File: src/verilog/ccs_pkg.sv
// Package for the clock and module standby controller: register map, fields, reset values, types.
// Assumes an 8-bit register port with byte addresses and one core clock at 100 MHz.
package ccs_pkg;

  // Register byte addresses
  localparam logic [7:0] ADDR_EXT_PIN  = 8'h20;
  localparam logic [7:0] ADDR_OSC_CTRL = 8'h21;
  localparam logic [7:0] ADDR_SYS_CTRL = 8'h22;
  localparam logic [7:0] ADDR_SYS_DIV  = 8'h23;
  localparam logic [7:0] ADDR_CLK_STOP = 8'h24;
  localparam logic [7:0] ADDR_IRQ_PRI  = 8'h49;
  localparam logic [7:0] ADDR_MSTBY    = 8'h12;
  localparam logic [7:0] ADDR_PROTECT  = 8'h13;
  localparam logic [7:0] ADDR_MSTBY2   = 8'h17;

  // Bit positions and field layouts
  localparam int BIT_UNLOCK      = 0;
  localparam int BIT_SLOW_STOP   = 1;
  localparam int BIT_FAST_SEL    = 6;
  localparam int BIT_BASE_SEL    = 7;
  localparam int BIT_SERIAL0_SBY = 6;
  localparam int BIT_IR_SBY      = 0;
  localparam int RATIO_LSB       = 0;
  localparam int RATIO_W         = 3;
  localparam int PIN_FN_LSB      = 0;
  localparam int PIN_FN_W        = 2;
  localparam int IRQ_LVL_LSB     = 0;
  localparam int IRQ_LVL_W       = 2;
  localparam int CPU_CNT_W       = 7;

  localparam logic [PIN_FN_W-1:0]  PIN_FN_CRYSTAL = 2'h3;
  localparam logic [IRQ_LVL_W-1:0] IRQ_LVL_OFF    = 2'h0;
  localparam logic [RATIO_W-1:0]   RATIO_NONE     = 3'h0;

  // Reset values
  localparam logic [7:0] RST_EXT_PIN  = 8'h00;
  localparam logic [7:0] RST_OSC_CTRL = 8'h00;
  localparam logic [7:0] RST_SYS_CTRL = 8'h00;
  localparam logic [7:0] RST_SYS_DIV  = 8'h00;
  localparam logic [7:0] RST_CLK_STOP = 8'h00;
  localparam logic [7:0] RST_IRQ_PRI  = 8'h00;
  localparam logic [7:0] RST_MSTBY    = 8'h40;
  localparam logic [7:0] RST_PROTECT  = 8'h00;
  localparam logic [7:0] RST_MSTBY2   = 8'h01;
  localparam logic [7:0] ZERO_BYTE    = 8'h00;
  localparam logic [7:0] ONE_BYTE     = 8'h01;
  localparam logic [CPU_CNT_W-1:0] ZERO_CPU_CNT = 7'h00;
  localparam logic [CPU_CNT_W-1:0] ONE_CPU_CNT  = 7'h01;

  // Base clock sources, one-hot
  typedef enum logic [2:0] {
    SRC_SLOW = 3'h1,
    SRC_XTAL = 3'h2,
    SRC_HOCO = 3'h4
  } ccs_src_type;

  // Source switch sequencer, one-hot
  typedef enum logic [2:0] {
    SW_RUN   = 3'h1,
    SW_DRAIN = 3'h2,
    SW_ARM   = 3'h4
  } ccs_sw_state_type;

  typedef struct packed {
    logic [7:0] addr;
    logic [7:0] wdata;
    logic       wr;
    logic       rd;
  } ccs_req_type;

  typedef struct packed {
    logic slow;
    logic xtal;
    logic hoco;
  } ccs_src_lvl_type;

endpackage

File: src/verilog/ccs_clock_standby_ctrl.sv
// Clock source selection, base/system/CPU clock division, write protect and module standby control.
// Assumes oscillator levels and register strobes are synchronous to core_clk; clocks leave as
// sampled levels and one-cycle ticks of core_clk.
//
// Behaviour
// - Writes to clock registers are ignored unless the unlock bit is set.
// - System clock is base clock divided by divider value plus one; converter clock too.
// - CPU clock derives from system clock by 3-bit ratio; 000 passes it undivided.
// - Fast source select bit 6 at 0 picks crystal, at 1 the fast oscillator.
// - Base clock select bit 7 at 1 drives base clock from the fast clock.
// - Slow on-chip oscillator runs while its stop bit 1 is 0.
// - Pin function field 11 assigns shared pins to crystal input and output.
// - Serial channel 0 is active while its standby bit 6 is 0.
// - Infrared module is active while its standby bit 0 is 0.
// - Receive interrupt level field; 00 disables, 01 selects level 1.
`timescale 1ns/1ns

module ccs_clock_standby_ctrl (
  input  wire logic                        core_clk,        // Core clock, 100 MHz
  input  wire logic                        resetn,          // Asynchronous reset, active low
  input  wire ccs_pkg::ccs_req_type        bus_req,         // Register address, data and strobes
  input  wire ccs_pkg::ccs_src_lvl_type    src_lvl,         // Oscillator levels
  output logic [7:0]                       bus_rdata,       // Read data, cycle after read strobe
  output logic                             fast_clock,      // Selected fast clock level
  output logic                             base_clock,      // Base clock level
  output logic                             sys_clock_tick,  // System clock tick
  output logic                             converter_clock, // Converter clock tick
  output logic                             cpu_clock,       // CPU clock tick
  output logic                             slow_osc_run,    // Slow oscillator enable
  output logic                             crystal_input,   // Shared pin used as crystal input
  output logic                             crystal_output,  // Shared pin used as crystal output
  output logic                             serial0_active,  // Serial channel 0 clocked
  output logic                             infrared_active, // Infrared module clocked
  output logic [ccs_pkg::IRQ_LVL_W-1:0]    rx_irq_level,    // Receive interrupt priority
  output logic                             rx_irq_enable    // Receive interrupt allowed
);

  function automatic logic wr_hit(input ccs_pkg::ccs_req_type r, input logic [7:0] a);
    wr_hit = r.wr && (r.addr == a);
  endfunction

  function automatic logic src_level(input ccs_pkg::ccs_src_type s, input ccs_pkg::ccs_src_lvl_type l);
    unique case (s)
      ccs_pkg::SRC_SLOW: src_level = l.slow;
      ccs_pkg::SRC_XTAL: src_level = l.xtal;
      ccs_pkg::SRC_HOCO: src_level = l.hoco;
      default:           src_level = 1'b0;
    endcase
  endfunction

  function automatic logic [ccs_pkg::CPU_CNT_W-1:0] ratio_mask(input logic [ccs_pkg::RATIO_W-1:0] r);
    ratio_mask = ccs_pkg::CPU_CNT_W'((ccs_pkg::ONE_CPU_CNT << r) - ccs_pkg::ONE_CPU_CNT);
  endfunction

  // Registers
  logic [7:0] ext_pin_ff, osc_ctrl_ff, sys_ctrl_ff, sys_div_ff, clk_stop_ff;
  logic [7:0] irq_pri_ff, mstby_ff, protect_ff, mstby2_ff;
  logic [7:0] rdata_ff;

  // Clock path state
  ccs_pkg::ccs_src_type      active_src_ff;
  ccs_pkg::ccs_sw_state_type sw_state_ff;
  ccs_pkg::ccs_sw_state_type nxt_sw_state;
  ccs_pkg::ccs_src_type      nxt_active_src;
  logic [7:0]                div_cnt_ff, div_shadow_ff;
  logic [ccs_pkg::CPU_CNT_W-1:0] cpu_cnt_ff;
  logic [ccs_pkg::RATIO_W-1:0]   ratio_shadow_ff;
  logic fast_clk_ff, base_clk_ff, sys_tick_ff, adc_tick_ff, cpu_tick_ff;
  logic slow_run_ff, xin_ff, crystal_output_ff, serial_act_ff, ir_act_ff, irq_en_ff;
  logic [ccs_pkg::IRQ_LVL_W-1:0] irq_lvl_ff;

  // Write decode
  wire unlocked  = protect_ff[ccs_pkg::BIT_UNLOCK];
  wire we_ext    = wr_hit(bus_req, ccs_pkg::ADDR_EXT_PIN)  && unlocked;
  wire we_osc    = wr_hit(bus_req, ccs_pkg::ADDR_OSC_CTRL) && unlocked;
  wire we_sys    = wr_hit(bus_req, ccs_pkg::ADDR_SYS_CTRL) && unlocked;
  wire we_div    = wr_hit(bus_req, ccs_pkg::ADDR_SYS_DIV)  && unlocked;
  wire we_stop   = wr_hit(bus_req, ccs_pkg::ADDR_CLK_STOP) && unlocked;
  wire we_irq    = wr_hit(bus_req, ccs_pkg::ADDR_IRQ_PRI);
  wire we_mstby  = wr_hit(bus_req, ccs_pkg::ADDR_MSTBY);
  wire we_prot   = wr_hit(bus_req, ccs_pkg::ADDR_PROTECT);
  wire we_mstby2 = wr_hit(bus_req, ccs_pkg::ADDR_MSTBY2);

  // Read mux, unmapped addresses read zero
  logic [7:0] rd_mux;
  always_comb begin
    unique case (bus_req.addr)
      ccs_pkg::ADDR_EXT_PIN:  rd_mux = ext_pin_ff;
      ccs_pkg::ADDR_OSC_CTRL: rd_mux = osc_ctrl_ff;
      ccs_pkg::ADDR_SYS_CTRL: rd_mux = sys_ctrl_ff;
      ccs_pkg::ADDR_SYS_DIV:  rd_mux = sys_div_ff;
      ccs_pkg::ADDR_CLK_STOP: rd_mux = clk_stop_ff;
      ccs_pkg::ADDR_IRQ_PRI:  rd_mux = irq_pri_ff;
      ccs_pkg::ADDR_MSTBY:    rd_mux = mstby_ff;
      ccs_pkg::ADDR_PROTECT:  rd_mux = protect_ff;
      ccs_pkg::ADDR_MSTBY2:   rd_mux = mstby2_ff;
      default:                rd_mux = ccs_pkg::ZERO_BYTE;
    endcase
  end
  wire [7:0] nxt_rdata = bus_req.rd ? rd_mux : ccs_pkg::ZERO_BYTE;

  always_ff @(posedge core_clk or negedge resetn) begin
    if (!resetn) begin
      ext_pin_ff  <= ccs_pkg::RST_EXT_PIN;
      osc_ctrl_ff <= ccs_pkg::RST_OSC_CTRL;
      sys_ctrl_ff <= ccs_pkg::RST_SYS_CTRL;
      sys_div_ff  <= ccs_pkg::RST_SYS_DIV;
      clk_stop_ff <= ccs_pkg::RST_CLK_STOP;
      irq_pri_ff  <= ccs_pkg::RST_IRQ_PRI;
      mstby_ff    <= ccs_pkg::RST_MSTBY;
      protect_ff  <= ccs_pkg::RST_PROTECT;
      mstby2_ff   <= ccs_pkg::RST_MSTBY2;
      rdata_ff    <= ccs_pkg::ZERO_BYTE;
    end else begin
      if (we_ext)    ext_pin_ff  <= bus_req.wdata;
      if (we_osc)    osc_ctrl_ff <= bus_req.wdata;
      if (we_sys)    sys_ctrl_ff <= bus_req.wdata;
      if (we_div)    sys_div_ff  <= bus_req.wdata;
      if (we_stop)   clk_stop_ff <= bus_req.wdata;
      if (we_irq)    irq_pri_ff  <= bus_req.wdata;
      if (we_mstby)  mstby_ff    <= bus_req.wdata;
      if (we_prot)   protect_ff  <= bus_req.wdata;
      if (we_mstby2) mstby2_ff   <= bus_req.wdata;
      rdata_ff <= nxt_rdata;
    end
  end

  // Requested base source
  wire slow_stop = osc_ctrl_ff[ccs_pkg::BIT_SLOW_STOP];
  wire fast_sel  = sys_ctrl_ff[ccs_pkg::BIT_FAST_SEL];
  wire base_sel  = clk_stop_ff[ccs_pkg::BIT_BASE_SEL];
  wire ccs_pkg::ccs_src_lvl_type lvl_gated = '{slow: src_lvl.slow & ~slow_stop,
                                               xtal: src_lvl.xtal,
                                               hoco: src_lvl.hoco};
  wire ccs_pkg::ccs_src_type fast_src = fast_sel ? ccs_pkg::SRC_HOCO : ccs_pkg::SRC_XTAL;
  wire ccs_pkg::ccs_src_type req_src  = base_sel ? fast_src : ccs_pkg::SRC_SLOW;
  wire old_lvl = src_level(active_src_ff, lvl_gated);
  wire new_lvl = src_level(req_src, lvl_gated);

  // Switch once old has gone low and while new is low, holding base low between them
  always_comb begin
    nxt_sw_state   = sw_state_ff;
    nxt_active_src = active_src_ff;
    unique case (sw_state_ff)
      ccs_pkg::SW_RUN: begin
        if (req_src != active_src_ff) nxt_sw_state = ccs_pkg::SW_DRAIN;
      end
      ccs_pkg::SW_DRAIN: begin
        if (req_src == active_src_ff) nxt_sw_state = ccs_pkg::SW_RUN;
        else if (!old_lvl) nxt_sw_state = ccs_pkg::SW_ARM;
      end
      ccs_pkg::SW_ARM: begin
        if (!new_lvl) begin
          nxt_sw_state   = ccs_pkg::SW_RUN;
          nxt_active_src = req_src;
        end
      end
      default: nxt_sw_state = ccs_pkg::SW_RUN;
    endcase
  end

  wire base_now  = (sw_state_ff != ccs_pkg::SW_ARM) && old_lvl;
  wire base_rise = base_now && !base_clk_ff;

  // System divider reloads only at wrap, so no period is cut short
  wire div_wrap     = base_rise && (div_cnt_ff == div_shadow_ff);
  wire [7:0] nxt_div_cnt = div_wrap ? ccs_pkg::ZERO_BYTE :
                           base_rise ? 8'(div_cnt_ff + ccs_pkg::ONE_BYTE) : div_cnt_ff;
  wire [7:0] nxt_div_shadow = div_wrap ? sys_div_ff : div_shadow_ff;

  // CPU divider by power of two, ratio applied at its own wrap
  wire [ccs_pkg::CPU_CNT_W-1:0] cpu_mask = ratio_mask(ratio_shadow_ff);
  wire cpu_wrap = div_wrap && ((cpu_cnt_ff & cpu_mask) == cpu_mask);
  wire [ccs_pkg::CPU_CNT_W-1:0] nxt_cpu_cnt = cpu_wrap ? ccs_pkg::ZERO_CPU_CNT :
      div_wrap ? ccs_pkg::CPU_CNT_W'(cpu_cnt_ff + ccs_pkg::ONE_CPU_CNT) : cpu_cnt_ff;
  wire [ccs_pkg::RATIO_W-1:0] nxt_ratio = cpu_wrap ?
      sys_ctrl_ff[ccs_pkg::RATIO_LSB +: ccs_pkg::RATIO_W] : ratio_shadow_ff;

  wire nxt_fast_clk = src_level(fast_src, lvl_gated);

  always_ff @(posedge core_clk or negedge resetn) begin
    if (!resetn) begin
      sw_state_ff     <= ccs_pkg::SW_RUN;
      active_src_ff   <= ccs_pkg::SRC_SLOW;
      base_clk_ff     <= 1'b0;
      fast_clk_ff     <= 1'b0;
      div_cnt_ff      <= ccs_pkg::ZERO_BYTE;
      div_shadow_ff   <= ccs_pkg::RST_SYS_DIV;
      cpu_cnt_ff      <= ccs_pkg::ZERO_CPU_CNT;
      ratio_shadow_ff <= ccs_pkg::RATIO_NONE;
      sys_tick_ff     <= 1'b0;
      adc_tick_ff     <= 1'b0;
      cpu_tick_ff     <= 1'b0;
    end else begin
      sw_state_ff     <= nxt_sw_state;
      active_src_ff   <= nxt_active_src;
      base_clk_ff     <= base_now;
      fast_clk_ff     <= nxt_fast_clk;
      div_cnt_ff      <= nxt_div_cnt;
      div_shadow_ff   <= nxt_div_shadow;
      cpu_cnt_ff      <= nxt_cpu_cnt;
      ratio_shadow_ff <= nxt_ratio;
      sys_tick_ff     <= div_wrap;
      adc_tick_ff     <= div_wrap;
      cpu_tick_ff     <= cpu_wrap;
    end
  end

  // Pin, standby and interrupt outputs
  wire [ccs_pkg::PIN_FN_W-1:0]  pin_fn  = ext_pin_ff[ccs_pkg::PIN_FN_LSB +: ccs_pkg::PIN_FN_W];
  wire [ccs_pkg::IRQ_LVL_W-1:0] irq_lvl = irq_pri_ff[ccs_pkg::IRQ_LVL_LSB +: ccs_pkg::IRQ_LVL_W];
  wire nxt_xtal_pins = (pin_fn == ccs_pkg::PIN_FN_CRYSTAL);

  always_ff @(posedge core_clk or negedge resetn) begin
    if (!resetn) begin
      slow_run_ff   <= 1'b0;
      xin_ff        <= 1'b0;
      crystal_output_ff       <= 1'b0;
      serial_act_ff <= 1'b0;
      ir_act_ff     <= 1'b0;
      irq_lvl_ff    <= ccs_pkg::IRQ_LVL_OFF;
      irq_en_ff     <= 1'b0;
    end else begin
      slow_run_ff   <= !slow_stop;
      xin_ff        <= nxt_xtal_pins;
      crystal_output_ff       <= nxt_xtal_pins;
      serial_act_ff <= !mstby_ff[ccs_pkg::BIT_SERIAL0_SBY];
      ir_act_ff     <= !mstby2_ff[ccs_pkg::BIT_IR_SBY];
      irq_lvl_ff    <= irq_lvl;
      irq_en_ff     <= (irq_lvl != ccs_pkg::IRQ_LVL_OFF);
    end
  end

  assign bus_rdata       = rdata_ff;
  assign fast_clock      = fast_clk_ff;
  assign base_clock      = base_clk_ff;
  assign sys_clock_tick  = sys_tick_ff;
  assign converter_clock = adc_tick_ff;
  assign cpu_clock       = cpu_tick_ff;
  assign slow_osc_run    = slow_run_ff;
  assign crystal_input   = xin_ff;
  assign crystal_output  = crystal_output_ff;
  assign serial0_active  = serial_act_ff;
  assign infrared_active = ir_act_ff;
  assign rx_irq_level    = irq_lvl_ff;
  assign rx_irq_enable   = irq_en_ff;

  // Remembers whether the last system tick also carried a CPU tick
  logic tick_was_cpu_ff;
  wire  nxt_tick_was_cpu = sys_tick_ff ? cpu_tick_ff : tick_was_cpu_ff;
  always_ff @(posedge core_clk or negedge resetn) begin
    if (!resetn) begin
      tick_was_cpu_ff <= 1'b0;
    end else begin
      tick_was_cpu_ff <= nxt_tick_was_cpu;
    end
  end
endmodule

File: config.mk
export PLATFORM = sky130hd
export DESIGN_NAME = ccs_clock_standby_ctrl
export DESIGN_NICKNAME = d
export VERILOG_FILES = /design/src/verilog/ccs_pkg.sv /design/src/verilog/ccs_clock_standby_ctrl.sv
export SDC_FILE = /design/constraint.sdc
export NUM_CORES = 1
export LEC_CHECK = 0
export BUFFER_PORTS_ARGS = -buffer_cell sky130_fd_sc_hd__clkbuf_2
export CORE_MARGIN = 1.5
export CORE_UTILIZATION = 60
export CTS_CLUSTER_DIAMETER = 30
export DETAILED_ROUTE_END_ITERATION = 16
export PLACE_DENSITY_LB_ADDON = 0.12
export SLEW_MARGIN = 10
export SYNTH_ARGS = -nofsm -noshare
export SYNTH_HDL_FRONTEND = slang
export SYNTH_SLANG_ARGS = --single-unit
File: constraint.sdc
create_clock -name core_clk -period 2.43 [get_ports core_clk]
set_input_delay 0.1215 -clock core_clk [delete_from_list [all_inputs] [get_ports core_clk]]
set_output_delay 0.1215 -clock core_clk [all_outputs]
set_load 0.01 [all_outputs]
Yosys cells after proc, flatten, opt, wreduce, memory -nomap -nowiden
Index checks and enable logic that the tools add are counted.
Widths: inputs -> output; s select.
{ "classes": {"addsub": 3, "eq_ne": 30, "shifts": 1, "mux": 16, "n_bitwise": 4, "n_reduce_logical": 27} }
{ "op_table": {"columns": ["operator", "count"], "rows": [
  ["$pmux 8 s9", 1],
  ["$eq 8x6->1 const B", 5],
  ["$eq 8x5->1 const B", 3],
  ["$mux 8", 3],
  ["$logic_and 1x1->1", 18],
  ["$mux 3", 6],
  ["$mux 7", 2],
  ["$eq 3x1->1 const B", 4],
  ["$eq 3x2->1 const B", 4],
  ["$eq 3x3->1 const B", 4],
  ["$pmux 1 s3", 3],
  ["$pmux 3 s3", 1],
  ["$add 8x1->8 const B", 1],
  ["$eq 8x7->1 const B", 1],
  ["$eq 8x8->1", 1],
  ["$add 7x1->7 const B", 1],
  ["$and 7x7->7", 1],
  ["$eq 7x7->1", 1],
  ["$shl 1x3->7 const A", 1],
  ["$sub 7x1->7 const B", 1],
  ["$ne 3x3->1 const B", 2],
  ["$reduce_bool 2->1", 3],
  ["$logic_not 1->1", 4],
  ["$ne 2x2->1 const B", 2],
  ["other kinds (7)", 8]
]} }
{ "word_totals": {"reg_bits": 123, "input_bits": 23, "elab_cells": 107} }

Depth between registers and ports, before layout
Gate-level depths: netlist of run 1.
{ "logic_depth": {"depth_word": 8, "mapped_depth": 7, "depth_no_buf": 6} }

Worst setup path after synthesis of run 1
No wires, ideal clock.
{ "synth_timing": {"kind": "flip-flop to flip-flop", "from": "register div_cnt_ff[6]", "to": "register cpu_cnt_ff[2] (netlist name)", "arrival_time_ns": 1.771, "t_required_ns": 2.304, "path_slack_ns": 0.533, "path_stages_with_launch": 6, "synth_period_minus_slack_ns": 1.897, "cell_sequence": "dfrtp_1 -> xor2_1 -> nor4_2 -> nand4b_4 -> buf_2 -> a221o_1"} }
{ "synth_between": {"elab_chain_cells": 4, "word_cells_on_any_way": 5, "classes_between": "eq/ne (1); mux (1); reduce/logical (3)"} }
{ "synth_rtl": {"columns": ["item", "line", "source"], "rows": [
  ["start, declared", "ccs_clock_standby_ctrl.sv:65", "logic [7:0] div_cnt_ff, div_shadow_ff;"],
  ["start signal, assigned", "ccs_clock_standby_ctrl.sv:187", "div_cnt_ff <= ccs_pkg::ZERO_BYTE;"],
  ["start signal, assigned", "ccs_clock_standby_ctrl.sv:199", "div_cnt_ff <= nxt_div_cnt;"],
  ["$eq 8x8->1 (*)", "ccs_clock_standby_ctrl.sv:166", "wire div_wrap = base_rise && (div_cnt_ff == div_shadow_ff);"],
  ["$logic_and 1x1->1 (*)", "ccs_clock_standby_ctrl.sv:166", null],
  ["$logic_and 1x1->1", "ccs_clock_standby_ctrl.sv:173", "wire cpu_wrap = div_wrap && ((cpu_cnt_ff & cpu_mask) == cpu_mask);"],
  ["$mux 7 or $reduce_bool 2->1 (tied branches)", null, null],
  ["end signal, assigned", "ccs_clock_standby_ctrl.sv:189", "cpu_cnt_ff <= ccs_pkg::ZERO_CPU_CNT;"],
  ["end signal, assigned", "ccs_clock_standby_ctrl.sv:201", "cpu_cnt_ff <= nxt_cpu_cnt;"],
  ["end, declared", "ccs_clock_standby_ctrl.sv:66", "logic [ccs_pkg::CPU_CNT_W-1:0] cpu_cnt_ff;"]
]} }
Every way passes the cells marked *; elsewhere a longest branch is shown, timed or not.
A chain may end at the register's enable or synchronous reset.

Final worst setup path of run 1
{ "layout_timing": {"from": "register active_src_ff[0]", "to": "register ratio_shadow_ff[2] (netlist name)"} }
{ "layout_between": {"elab_chain_cells": 6, "word_cells_on_any_way": 8, "classes_between": "eq/ne (3); mux (1); reduce/logical (4)"} }
{ "layout_rtl": {"columns": ["item", "line", "source"], "rows": [
  ["start, declared", "ccs_clock_standby_ctrl.sv:61", "ccs_pkg::ccs_src_type active_src_ff;"],
  ["start signal, assigned", "ccs_clock_standby_ctrl.sv:184", "active_src_ff <= ccs_pkg::SRC_SLOW;"],
  ["start signal, assigned", "ccs_clock_standby_ctrl.sv:196", "active_src_ff <= nxt_active_src;"],
  ["$eq 3x3->1 (tied with other cells)", "ccs_clock_standby_ctrl.sv:43", "unique case (s)"],
  ["$pmux 1 s3 (*)", "ccs_clock_standby_ctrl.sv:43", null],
  ["$logic_and 1x1->1 (*)", "ccs_clock_standby_ctrl.sv:162", "wire base_now = (sw_state_ff != ccs_pkg::SW_ARM) && old_lvl;"],
  ["$logic_and 1x1->1 (*)", "ccs_clock_standby_ctrl.sv:163", "wire base_rise = base_now && !base_clk_ff;"],
  ["$logic_and 1x1->1 (*)", "ccs_clock_standby_ctrl.sv:166", null],
  ["$logic_and 1x1->1 (*)", "ccs_clock_standby_ctrl.sv:173", null],
  ["named net cpu_wrap", "ccs_clock_standby_ctrl.sv:173", null],
  ["end signal, assigned", "ccs_clock_standby_ctrl.sv:190", "ratio_shadow_ff <= ccs_pkg::RATIO_NONE;"],
  ["end signal, assigned", "ccs_clock_standby_ctrl.sv:202", "ratio_shadow_ff <= nxt_ratio;"],
  ["end, declared", "ccs_clock_standby_ctrl.sv:67", "logic [ccs_pkg::RATIO_W-1:0] ratio_shadow_ff;"]
]} }
The timed path passes the listed nets; every way through them passes the cells marked *.

==> results.json, run 1 <==
{
  "nets": 546,
  "setup_ws_ps": 282,
  "fin_skew_ps": 16.1,
  "tightest_slew_ps": 700,
  "p_clk_share_pct": 45.3,
  "clk_pin_slew_ps": 60,
  "power_density_nw_per_um2": 783,
  "cts.hold.buffers_added": 11,
  "synth_area_sq_um": 5710,
  "max-clock-path-buffers": 2,
  "holdPathEnd": "protect_ff[1]$_DFFE_PN0P_",
  "dieArea_sq_um": 10100,
  "worstRegToRegCells": 5,
  "r2r-start": "active_src_ff[0]$_DFFE_PN1P_",
  "io_buffers": 43,
  "fin_crit_sh_pct": 88.4,
  "mostFrequentLayoutCell": "dfrtp_1",
  "post_cts_buffers": 0,
  "grt_max_degree": 59,
  "syn_nets": 472,
  "dr.pass1.iters": 4,
  "critPathTopFamily": "simple AND/OR/NAND/NOR gates",
  "die_h_um": 101,
  "overflow": 0,
  "cts_sinks": 123,
  "synth_enable_flop_cells": 0,
  "startpoint_type": "register",
  "critPathKind": "reg -> reg",
  "switching_power_mw": 1.34,
  "path_buf_inv": 0,
  "num_vias": 3820,
  "cpMaxStageDelayCell": "dfstp_2",
  "area_growth_pct": 19.4,
  "grt_first_pass_wirelength_mm": 19.9,
  "drv_cap": 0,
  "final_cell_mix": "dfrtp_1, mux2_2, clkbuf_2",
  "yosysWarnings": 0,
  "p_total_mw": 5.34,
  "peakVddDrop_mv": 0.563,
  "path_cells": "nor3b_1 -> a211oi_2 -> nand4b_4 -> nor2_2 -> mux2_2",
  "slowest_delay_ps": 570,
  "r2r_end": "ratio_shadow_ff[2]$_DFFE_PN0P_",
  "dpl.hpwl_mm": 8.08,
  "crit_fanout": 11,
  "rrSetupSlack_ps": 280,
  "swShare_pct": 25.1,
  "drt_iter0_markers": 202,
  "rsz0062_at_grt": "false",
  "ctsRootBufferMaster": "clkbuf_8",
  "final-setup-viol-count": 0,
  "final_cells": 663,
  "synth_seq_cells": 123,
  "fmax_mhz": 466,
  "synth-seq-area-share_pct": 54.0,
  "routedWlPerCell_um": 18.2,
  "yosys.area.top_type": "dfrtp_1",
  "ys_top_cells_by_area": "dfrtp_1, mux2_2, dfstp_2",
  "cp-end-kind": "register",
  "cts_buffers": 17,
  "place_ws_ps": 307,
  "hp-start": "bus_req[3]",
  "slew-limit-headroom_pct": 53.4,
  "hp-class": "in -> reg",
  "required_ps": 2830,
  "io_pins": 44,
  "syn_area_per_cell_sq_um": 12.8,
  "grt_pass1_vias": 3953,
  "totalWireLength_mm": 12.0,
  "drc_errors": 0,
  "clk_latency_ps": 520,
  "h-tree-depth": 4,
  "grtUsageTotal_pct": 26.4,
  "postCtsResizedCells": 0,
  "syn_inst": 447,
  "num_rows": 35,
  "diodes": 0,
  "crit_arrival_ps": 2540,
  "ant_nets": 0,
  "p_int_mw": 4.00,
  "synth_top_area_share_pct": 52.2,
  "core_sq_um": 9240,
  "power.leakage_nw": 3.41,
  "antenna_found_initial": 0,
  "fin_crit_ps": 2150,
  "slew_viol_final": 0,
  "ys_types": 59,
  "cts_tree": "built",
  "initial_core_util_pct": 61.8,
  "die_x_um": 101,
  "dp.cells": 620,
  "synthFlopType": "dfrtp_1",
  "async_flop_share_pct": 100,
  "final_layout_size_suffix_gt1_share_pct": 37.5,
  "final_hold_viol_count": 0,
  "fin_tns_setup_ps": 0,
  "combinationalPowerShare_pct": 11.4,
  "p_seq_share_pct": 43.3,
  "hold_depth": 2,
  "via_per_inst": 5.76,
  "status": "finished clean",
  "gp_congestion": 0.885
}
layout make-up:
type / count / area, sq um
clock buffer: 21 / 459
clock inverter: 11 / 118
fill: 630 / 2420
inverter: 11 / 41.3
multi-input combinational: 299 / 2500
sequential: 123 / 3080
tap: 129 / 161
timing repair buffer: 69 / 453
sequential cells by signal, indices dropped and copies added (netlist names), 2 cells and up:
register and count:
rx_irq_level 2, div_cnt_ff 8, sys_div_ff 8, cpu_cnt_ff 7, protect_ff 8, clk_stop_ff 8, irq_pri_ff 8, ext_pin_ff 8
active_src_ff 3, osc_ctrl_ff 8, sw_state_ff 3, sys_ctrl_ff 8, div_shadow_ff 8, mstby2_ff 8, bus_rdata 8, mstby_ff 8
ratio_shadow_ff 3
routing by layer:
metal	wire [um]	GRT usage (%)
met4	175	11.3
met3	483	7.07
met1	5370	34.9
met2	6010	41.7
met5	0	0
metrics by stage:
stage | util (%) | instance area, sq um | hold slack (ps)
5_1_grt | 73.8 | 6820 | 18.9
3_3_place_gp | 66.3 | 6130 | 148
4_1_cts | 73.8 | 6820 | 30.4
6_report | 73.8 | 6820 | 40.3
3_5_place_dp | 66.3 | 6130 | 156
2_1_floorplan | - | 5710 | -174
worst max path at each step:
| stage | cells after the start | endpoint | start |
|---|---|---|---|
| 4_1_cts | 5 | ratio_shadow_ff[2]$_DFFE_PN0P_ | active_src_ff[0]$_DFFE_PN1P_ |
| 3_5_place_dp | 5 | ratio_shadow_ff[2]$_DFFE_PN0P_ | div_cnt_ff[3]$_DFFE_PN0P_ |
| 3_3_place_gp | 5 | ratio_shadow_ff[1]$_DFFE_PN0P_ | div_cnt_ff[3]$_DFFE_PN0P_ |
| 5_1_grt | 5 | cpu_cnt_ff[0]$_DFFE_PN0P_ | active_src_ff[0]$_DFFE_PN1P_ |
| 2_1_floorplan | 5 | cpu_cnt_ff[2]$_DFFE_PN0P_ | div_cnt_ff[6]$_DFFE_PN0P_ |
| 6_report | 5 | ratio_shadow_ff[2]$_DFFE_PN0P_ | active_src_ff[0]$_DFFE_PN1P_ |
synthesized netlist by cell type, drive strengths merged, types with 4 or more instances:
library cell and number:
a21o 5, a21oi 15, a221oi 4, a22o 12, a22oi 12, a31oi 5
and2 5, and3 6, buf 14, dfrtp 119, dfstp 4, inv 11
mux2 88, mux2i 10, nand2 21, nand2b 4, nand3 13, nor2 23
nor2b 8, nor3 6, o21ai 14, xor2 8
power groups by stage:
stage          Sequential, mW  Clock, mW  Combinational (mW)
2_1_floorplan            2.32          0               0.398
3_3_place_gp             2.33          0               0.576
3_5_place_dp             2.34          0               0.596
4_1_cts                  2.31       2.46               0.615
5_1_grt                  2.33       2.55               0.699
6_report                 2.31       2.42               0.609
kinds of logic (layout without fill, tap and decap cells):
family	after synthesis	after routing	share of synthesized area (%)
simple gates	108	108	12.0
fa+ha+maj	2	2	0.438
flops	123	123	54.0
xor+xnor	8	8	1.23
compound gates	81	81	10.3
mux	100	100	19.9
buf+inv	25	112	2.19
Power figures use the tool's default switching activity.
==> inputs of run 2 (changes only) <==
- BUFFER_PORTS_ARGS: -buffer_cell sky130_fd_sc_hd__clkbuf_2 -> not set
- CORE_UTILIZATION: 60 -> 63
- DONT_BUFFER_PORTS: not set -> 1
- SETUP_SLACK_MARGIN: not set -> 0.5
==> results.json, run 2 (synthesis gave the netlist of run 1 again) <==
{
  "status": "finished with violations",
  "final_layout_size_suffix_gt1_share_pct": 35.1,
  "fmax_mhz": 525,
  "power.leakage_nw": 3.27,
  "violations": "hold timing",
  "critPathKind": "reg -> reg",
  "worstRegToRegCells": 6,
  "totalWireLength_mm": 12.4,
  "slew-limit-headroom_pct": 56.2,
  "antenna_found_initial": 0,
  "startpoint_type": "register",
  "num_rows": 34,
  "cp-end-kind": "register",
  "fin_tns_setup_ps": 0,
  "cts_tree": "built",
  "power_density_nw_per_um2": 809,
  "fin_crit_sh_pct": 78.4,
  "dr.pass1.iters": 5,
  "fin_skew_ps": 11.8,
  "drt_iter0_markers": 137,
  "overflow": 0,
  "multi_input_area_sq_um": 2590,
  "grt_pass1_vias": 4021,
  "grtUsageTotal_pct": 27.1,
  "cts_sinks": 123,
  "via_per_inst": 6.35,
  "initial_core_util_pct": 65.1,
  "peakVddDrop_mv": 0.580,
  "h-tree-depth": 4,
  "io_buffers": 0,
  "ant_nets": 0,
  "dieArea_sq_um": 9640,
  "die_x_um": 98.2,
  "io_pins": 44,
  "core_sq_um": 8760,
  "area_growth_pct": 18.8,
  "max-clock-path-buffers": 2,
  "grt_first_pass_wirelength_mm": 20.4,
  "clk_pin_slew_ps": 60,
  "cts.hold.buffers_added": 17,
  "nets": 514,
  "routedWlPerCell_um": 20.4,
  "mostFrequentLayoutCell": "dfrtp_1",
  "die_h_um": 98.2,
  "cts_buffers": 17,
  "diodes": 0,
  "hp-class": "in -> async",
  "holdWs_ps": -699,
  "crit_arrival_ps": 2310,
  "ctsRootBufferMaster": "clkbuf_8",
  "seq_area_sq_um": 3090,
  "clk_latency_ps": 520,
  "p_total_mw": 5.49,
  "required_ps": 2830,
  "drv_cap": 0,
  "final_hold_viol_count": 123,
  "crit_fanout": 7,
  "num_vias": 3871,
  "tightest_slew_ps": 655,
  "rsz0062_at_grt": "true",
  "final-setup-viol-count": 0,
  "dpl.hpwl_mm": 7.73,
  "final_cell_mix": "dfrtp_1, mux2_2, nor2_1",
  "grt_max_degree": 124,
  "slew_viol_final": 0,
  "gp_congestion": 0.834,
  "n_fill_cell": 531,
  "drc_errors": 0,
  "fin_crit_ps": 1900
}
==> run 2: changes by cell type in the layout (fill, tap and decap cells not counted), sizes merged <==
cell | before | now
clkinv | 6 | 1
dlygate4sd3 | 11 | 17
clkbuf | 63 | 17
clkinvlp | 2 | 3
inv | 12 | 20
buf | 16 | 20
==> run 2: layout make-up <==
class	instances	area share (%)
well taps	108	1.99
clock buffers	17	6.11
repair buffers	37	4.89
inverters	11	0.609
flip-flops and latches	123	45.5
clock inverters	15	2.62
multi-input cells	299	38.3
==> run 2: final timing paths <==
kind / startpoint / endpoint / slack [ps]
setup / recovery: active_src_ff[1]$_DFFE_PN0P_ / cpu_cnt_ff[4]$_DFFE_PN0P_ / 530
hold / removal: resetn / cpu_cnt_ff[4]$_DFFE_PN0P_ / -700
setup reg to reg: active_src_ff[1]$_DFFE_PN0P_ / cpu_cnt_ff[4]$_DFFE_PN0P_ / 530
hold reg to reg: irq_pri_ff[1]$_DFFE_PN0P_ / rx_irq_level[1]$_DFF_PN0_ / 430
max in group asynchronous: resetn / mstby_ff[6]$_DFFE_PN1P_ / 2900
min in group core_clk: bus_req[10] / bus_rdata[6]$_DFF_PN0_ / 20
==> run 2: routing by layer <==
metal,up-vias,share of wire [%],GRT usage (%)
li1,1750,-,-
met1,1994,43,34.9
met2,109,52,45.6
met3,18,3.8,6.59
met4,0,1.2,8.56
met5,-,0,0
==> run 2: worst max-delay path, stage by stage (launching register included) <==
cell,delay [ps]
dfrtp_2,440
nor4bb_2,380
a211oi_2,110
nand4b_4,300
buf_6,190
a21o_1,150
a22o_1,220
==> run 2: timing repair <==
item | 4_1_cts | 5_1_grt
setup endpoints to repair | 24 | 21
gates resized for setup | 9 | 16
endpoints found under the hold margin | 206 | 123
pin swaps | 4 | 6
buffers inserted | 6 | 6
==> run 2: per-stage QoR <==
stage	util, %	area (sq um)	setup slack (ps)	cells	hold slack, ps
floorplan	-	5710	533	447	-174
global placement	66.4	5820	408	549	-171
detailed placement	66.4	5820	291	549	-171
CTS	76.2	6670	507	604	-715
global route	77.4	6780	437	610	-731
finish	77.4	6780	525	610	-699
==> run 2: power by group <==
| part | switching (mW) | internal (mW) | total [mW] |
|---|---|---|---|
| Sequential | 0.148 | 2.19 | 2.34 |
| Combinational | 0.304 | 0.335 | 0.639 |
| Clock | 1.01 | 1.50 | 2.51 |
==> inputs of run 3 (changes only) <==
- ABC_AREA: not set -> 1
- CORE_UTILIZATION: 63 -> 57
- clock period: 2.43 -> 1.53 ns (I/O delays scaled with it)
==> results.json, run 3 <==
{
  "path_cells": "inv_2 -> nor2_2 -> nand3_2 -> nand2_4 -> nand3_4 -> nor2_4 -> buf_12 -> nand3_2 -> nand2_1",
  "initial_core_util_pct": 59.2,
  "ant_nets": 0,
  "fin_skew_ps": 6.57,
  "fmax_mhz": 644,
  "cts_sinks": 123,
  "syn_area_per_cell_sq_um": 8.18,
  "ys_top_cells_by_area": "dfrtp_1, nand2_1, nand3_1",
  "clk_pin_slew_ps": 50,
  "synth_enable_flop_cells": 0,
  "setup_ws_ps": -23.4,
  "grt_max_degree": 124,
  "critPathKind": "reg -> reg",
  "final-setup-viol-count": 6,
  "syn_inst": 750,
  "die_h_um": 107,
  "drc_errors": 0,
  "cts_buffers": 17,
  "mostFrequentLayoutCell": "nand2_1",
  "peakVddDrop_mv": 1.26,
  "yosys.area.top_type": "dfrtp_1",
  "power.leakage_nw": 3.91,
  "slew_viol_final": 0,
  "die_x_um": 107,
  "startpoint_type": "register",
  "cpMaxStageDelayCell": "dfstp_2",
  "io_pins": 44,
  "p_total_mw": 9.00,
  "synth_top_area_share_pct": 48.5,
  "cp-end-kind": "register",
  "synthFlopType": "dfrtp_1",
  "final_layout_size_suffix_gt1_share_pct": 30.5,
  "seq_area_sq_um": 3090,
  "fin_crit_ps": 1550,
  "crit_arrival_ps": 2010,
  "overflow": 0,
  "ys_types": 31,
  "slew-limit-headroom_pct": 67.5,
  "crit_top_cell": "nand3_2",
  "drv_cap": 0,
  "required_ps": 1990,
  "async_flop_share_pct": 100,
  "via_per_inst": 5.70,
  "stdcell_area_sq_um": 8050,
  "multi_input_area_sq_um": 3210,
  "crit_fanout": 22,
  "slowest_delay_ps": 540,
  "yosysWarnings": 0,
  "clk_latency_ps": 530,
  "synth_seq_cells": 123,
  "area_growth_pct": 31.1,
  "core_sq_um": 10400,
  "io_buffers": 0,
  "totalWireLength_mm": 16.7,
  "yosys-top-cells-count": "nand2_1, dfrtp_1, nand3_1",
  "power_density_nw_per_um2": 1120,
  "grt_pass1_vias": 5329,
  "dpl-instance-area_sq_um": 6490,
  "gp_congestion": 0.882,
  "grt_first_pass_wirelength_mm": 25.9,
  "h-tree-depth": 4,
  "cts.hold.buffers_added": 14,
  "status": "finished with violations",
  "rsz0062_at_grt": "true",
  "diodes": 0,
  "cts_tree": "built",
  "synth-seq-area-share_pct": 50.2,
  "yosysMostFrequentCell": "nand2_1",
  "syn_nets": 775,
  "drt_iter0_markers": 512,
  "n_fill_cell": 681,
  "num_vias": 5428,
  "nets": 831,
  "antenna_found_initial": 0,
  "holdWs_ps": -754,
  "fin_crit_sh_pct": 102,
  "dieArea_sq_um": 11400,
  "dr.pass1.iters": 6,
  "final_core_util_pct": 77.6,
  "final_cell_mix": "nand2_1, dfrtp_1, nand3_1",
  "routedWlPerCell_um": 17.5,
  "synth_area_sq_um": 6140,
  "hp-class": "in -> async",
  "num_rows": 37,
  "max-clock-path-buffers": 2,
  "violations": "hold timing, setup timing",
  "ctsRootBufferMaster": "clkbuf_8",
  "final_hold_viol_count": 133,
  "tightest_slew_ps": 487,
  "dpl.hpwl_mm": 9.94,
  "grtUsageTotal_pct": 29.8
}
-- run 3: cell families (layout without fill, tap and decap cells) --
kind of cell | after synthesis | count (layout) | synth area share (%)
xor gates and xnor gates | 18 | 18 | 2.57
AOI/OAI and AO/OA | 111 | 111 | 10.1
DFF | 123 | 123 | 50.2
buffers and inverters | 117 | 180 | 8.32
adders and majority gates | 2 | 2 | 0.408
and+or+nand+nor | 379 | 383 | 28.4
-- run 3: cell type report --
| class | instances | area share [%] |
|---|---|---|
| clock inverter | 7 | 1.12 |
| tap | 136 | 2.11 |
| clock buffer | 23 | 5.92 |
| inverter | 90 | 4.76 |
| sequential | 123 | 38.4 |
| multi-input combinational | 514 | 39.9 |
| timing repair buffer | 60 | 7.79 |
-- run 3: final timing paths --
path                                               from                    endpoint  slack (ps)  depth (start not counted)
hold reg to reg               irq_pri_ff[1]$_DFFE_PN0P_   rx_irq_level[1]$_DFF_PN0_         420                          0
max in group asynchronous                        resetn     mstby_ff[6]$_DFFE_PN1P_        2020                          0
setup reg to reg           active_src_ff[0]$_DFFE_PN1P_   cpu_cnt_ff[1]$_DFFE_PN0P_         -20                          9
setup / recovery           active_src_ff[0]$_DFFE_PN1P_   cpu_cnt_ff[1]$_DFFE_PN0P_         -20                          9
min in group core_clk                       bus_req[12]  clk_stop_ff[5]$_DFFE_PN0P_         -30                          4
hold / removal                                   resetn   cpu_cnt_ff[2]$_DFFE_PN0P_        -750                          0
-- run 3: metrics by stage --
stage | setup WS [ps] | setup TNS [ps] | cells
2_1_floorplan | 144 | 0 | 750
3_3_place_gp | 88.3 | 0 | 884
3_5_place_dp | -53.7 | -53.7 | 884
6_report | -23.4 | -81.6 | 953
5_1_grt | -92.0 | -1630 | 953
4_1_cts | -12.8 | -48.4 | 936
-- run 3: report_power, final --
part	switching (mW)	internal, mW	leakage [nW]
Combinational	0.866	0.635	2.05
Clock	1.39	2.46	0.276
Sequential	0.170	3.48	1.58
Total	2.43	6.57	3.91
-- run 3: worst max-delay path, delay by kind of cell, from the launching register on --
| kind | cells | cell delay (ps) |
|---|---|---|
| buffers and inverters | 2 | 230 |
| flip-flops | 1 | 540 |
| AND/OR/NAND/NOR | 7 | 710 |
-- run 3: metal layers --
metal,GRT usage [%],vias up,part of all wire (%)
met5,0,-,0
met4,13.3,0,4.1
met2,50.0,196,51
li1,-,2515,-
met1,36.4,2665,40
met3,7.23,52,4.9
-- run 3: timing repair --
action                     CTS  global route
resized for setup           85           103
setup endpoints to repair   84           118
hold endpoints to repair   208           131
pin swaps                   23            37
buffers inserted             6            14
cloned                       2             3
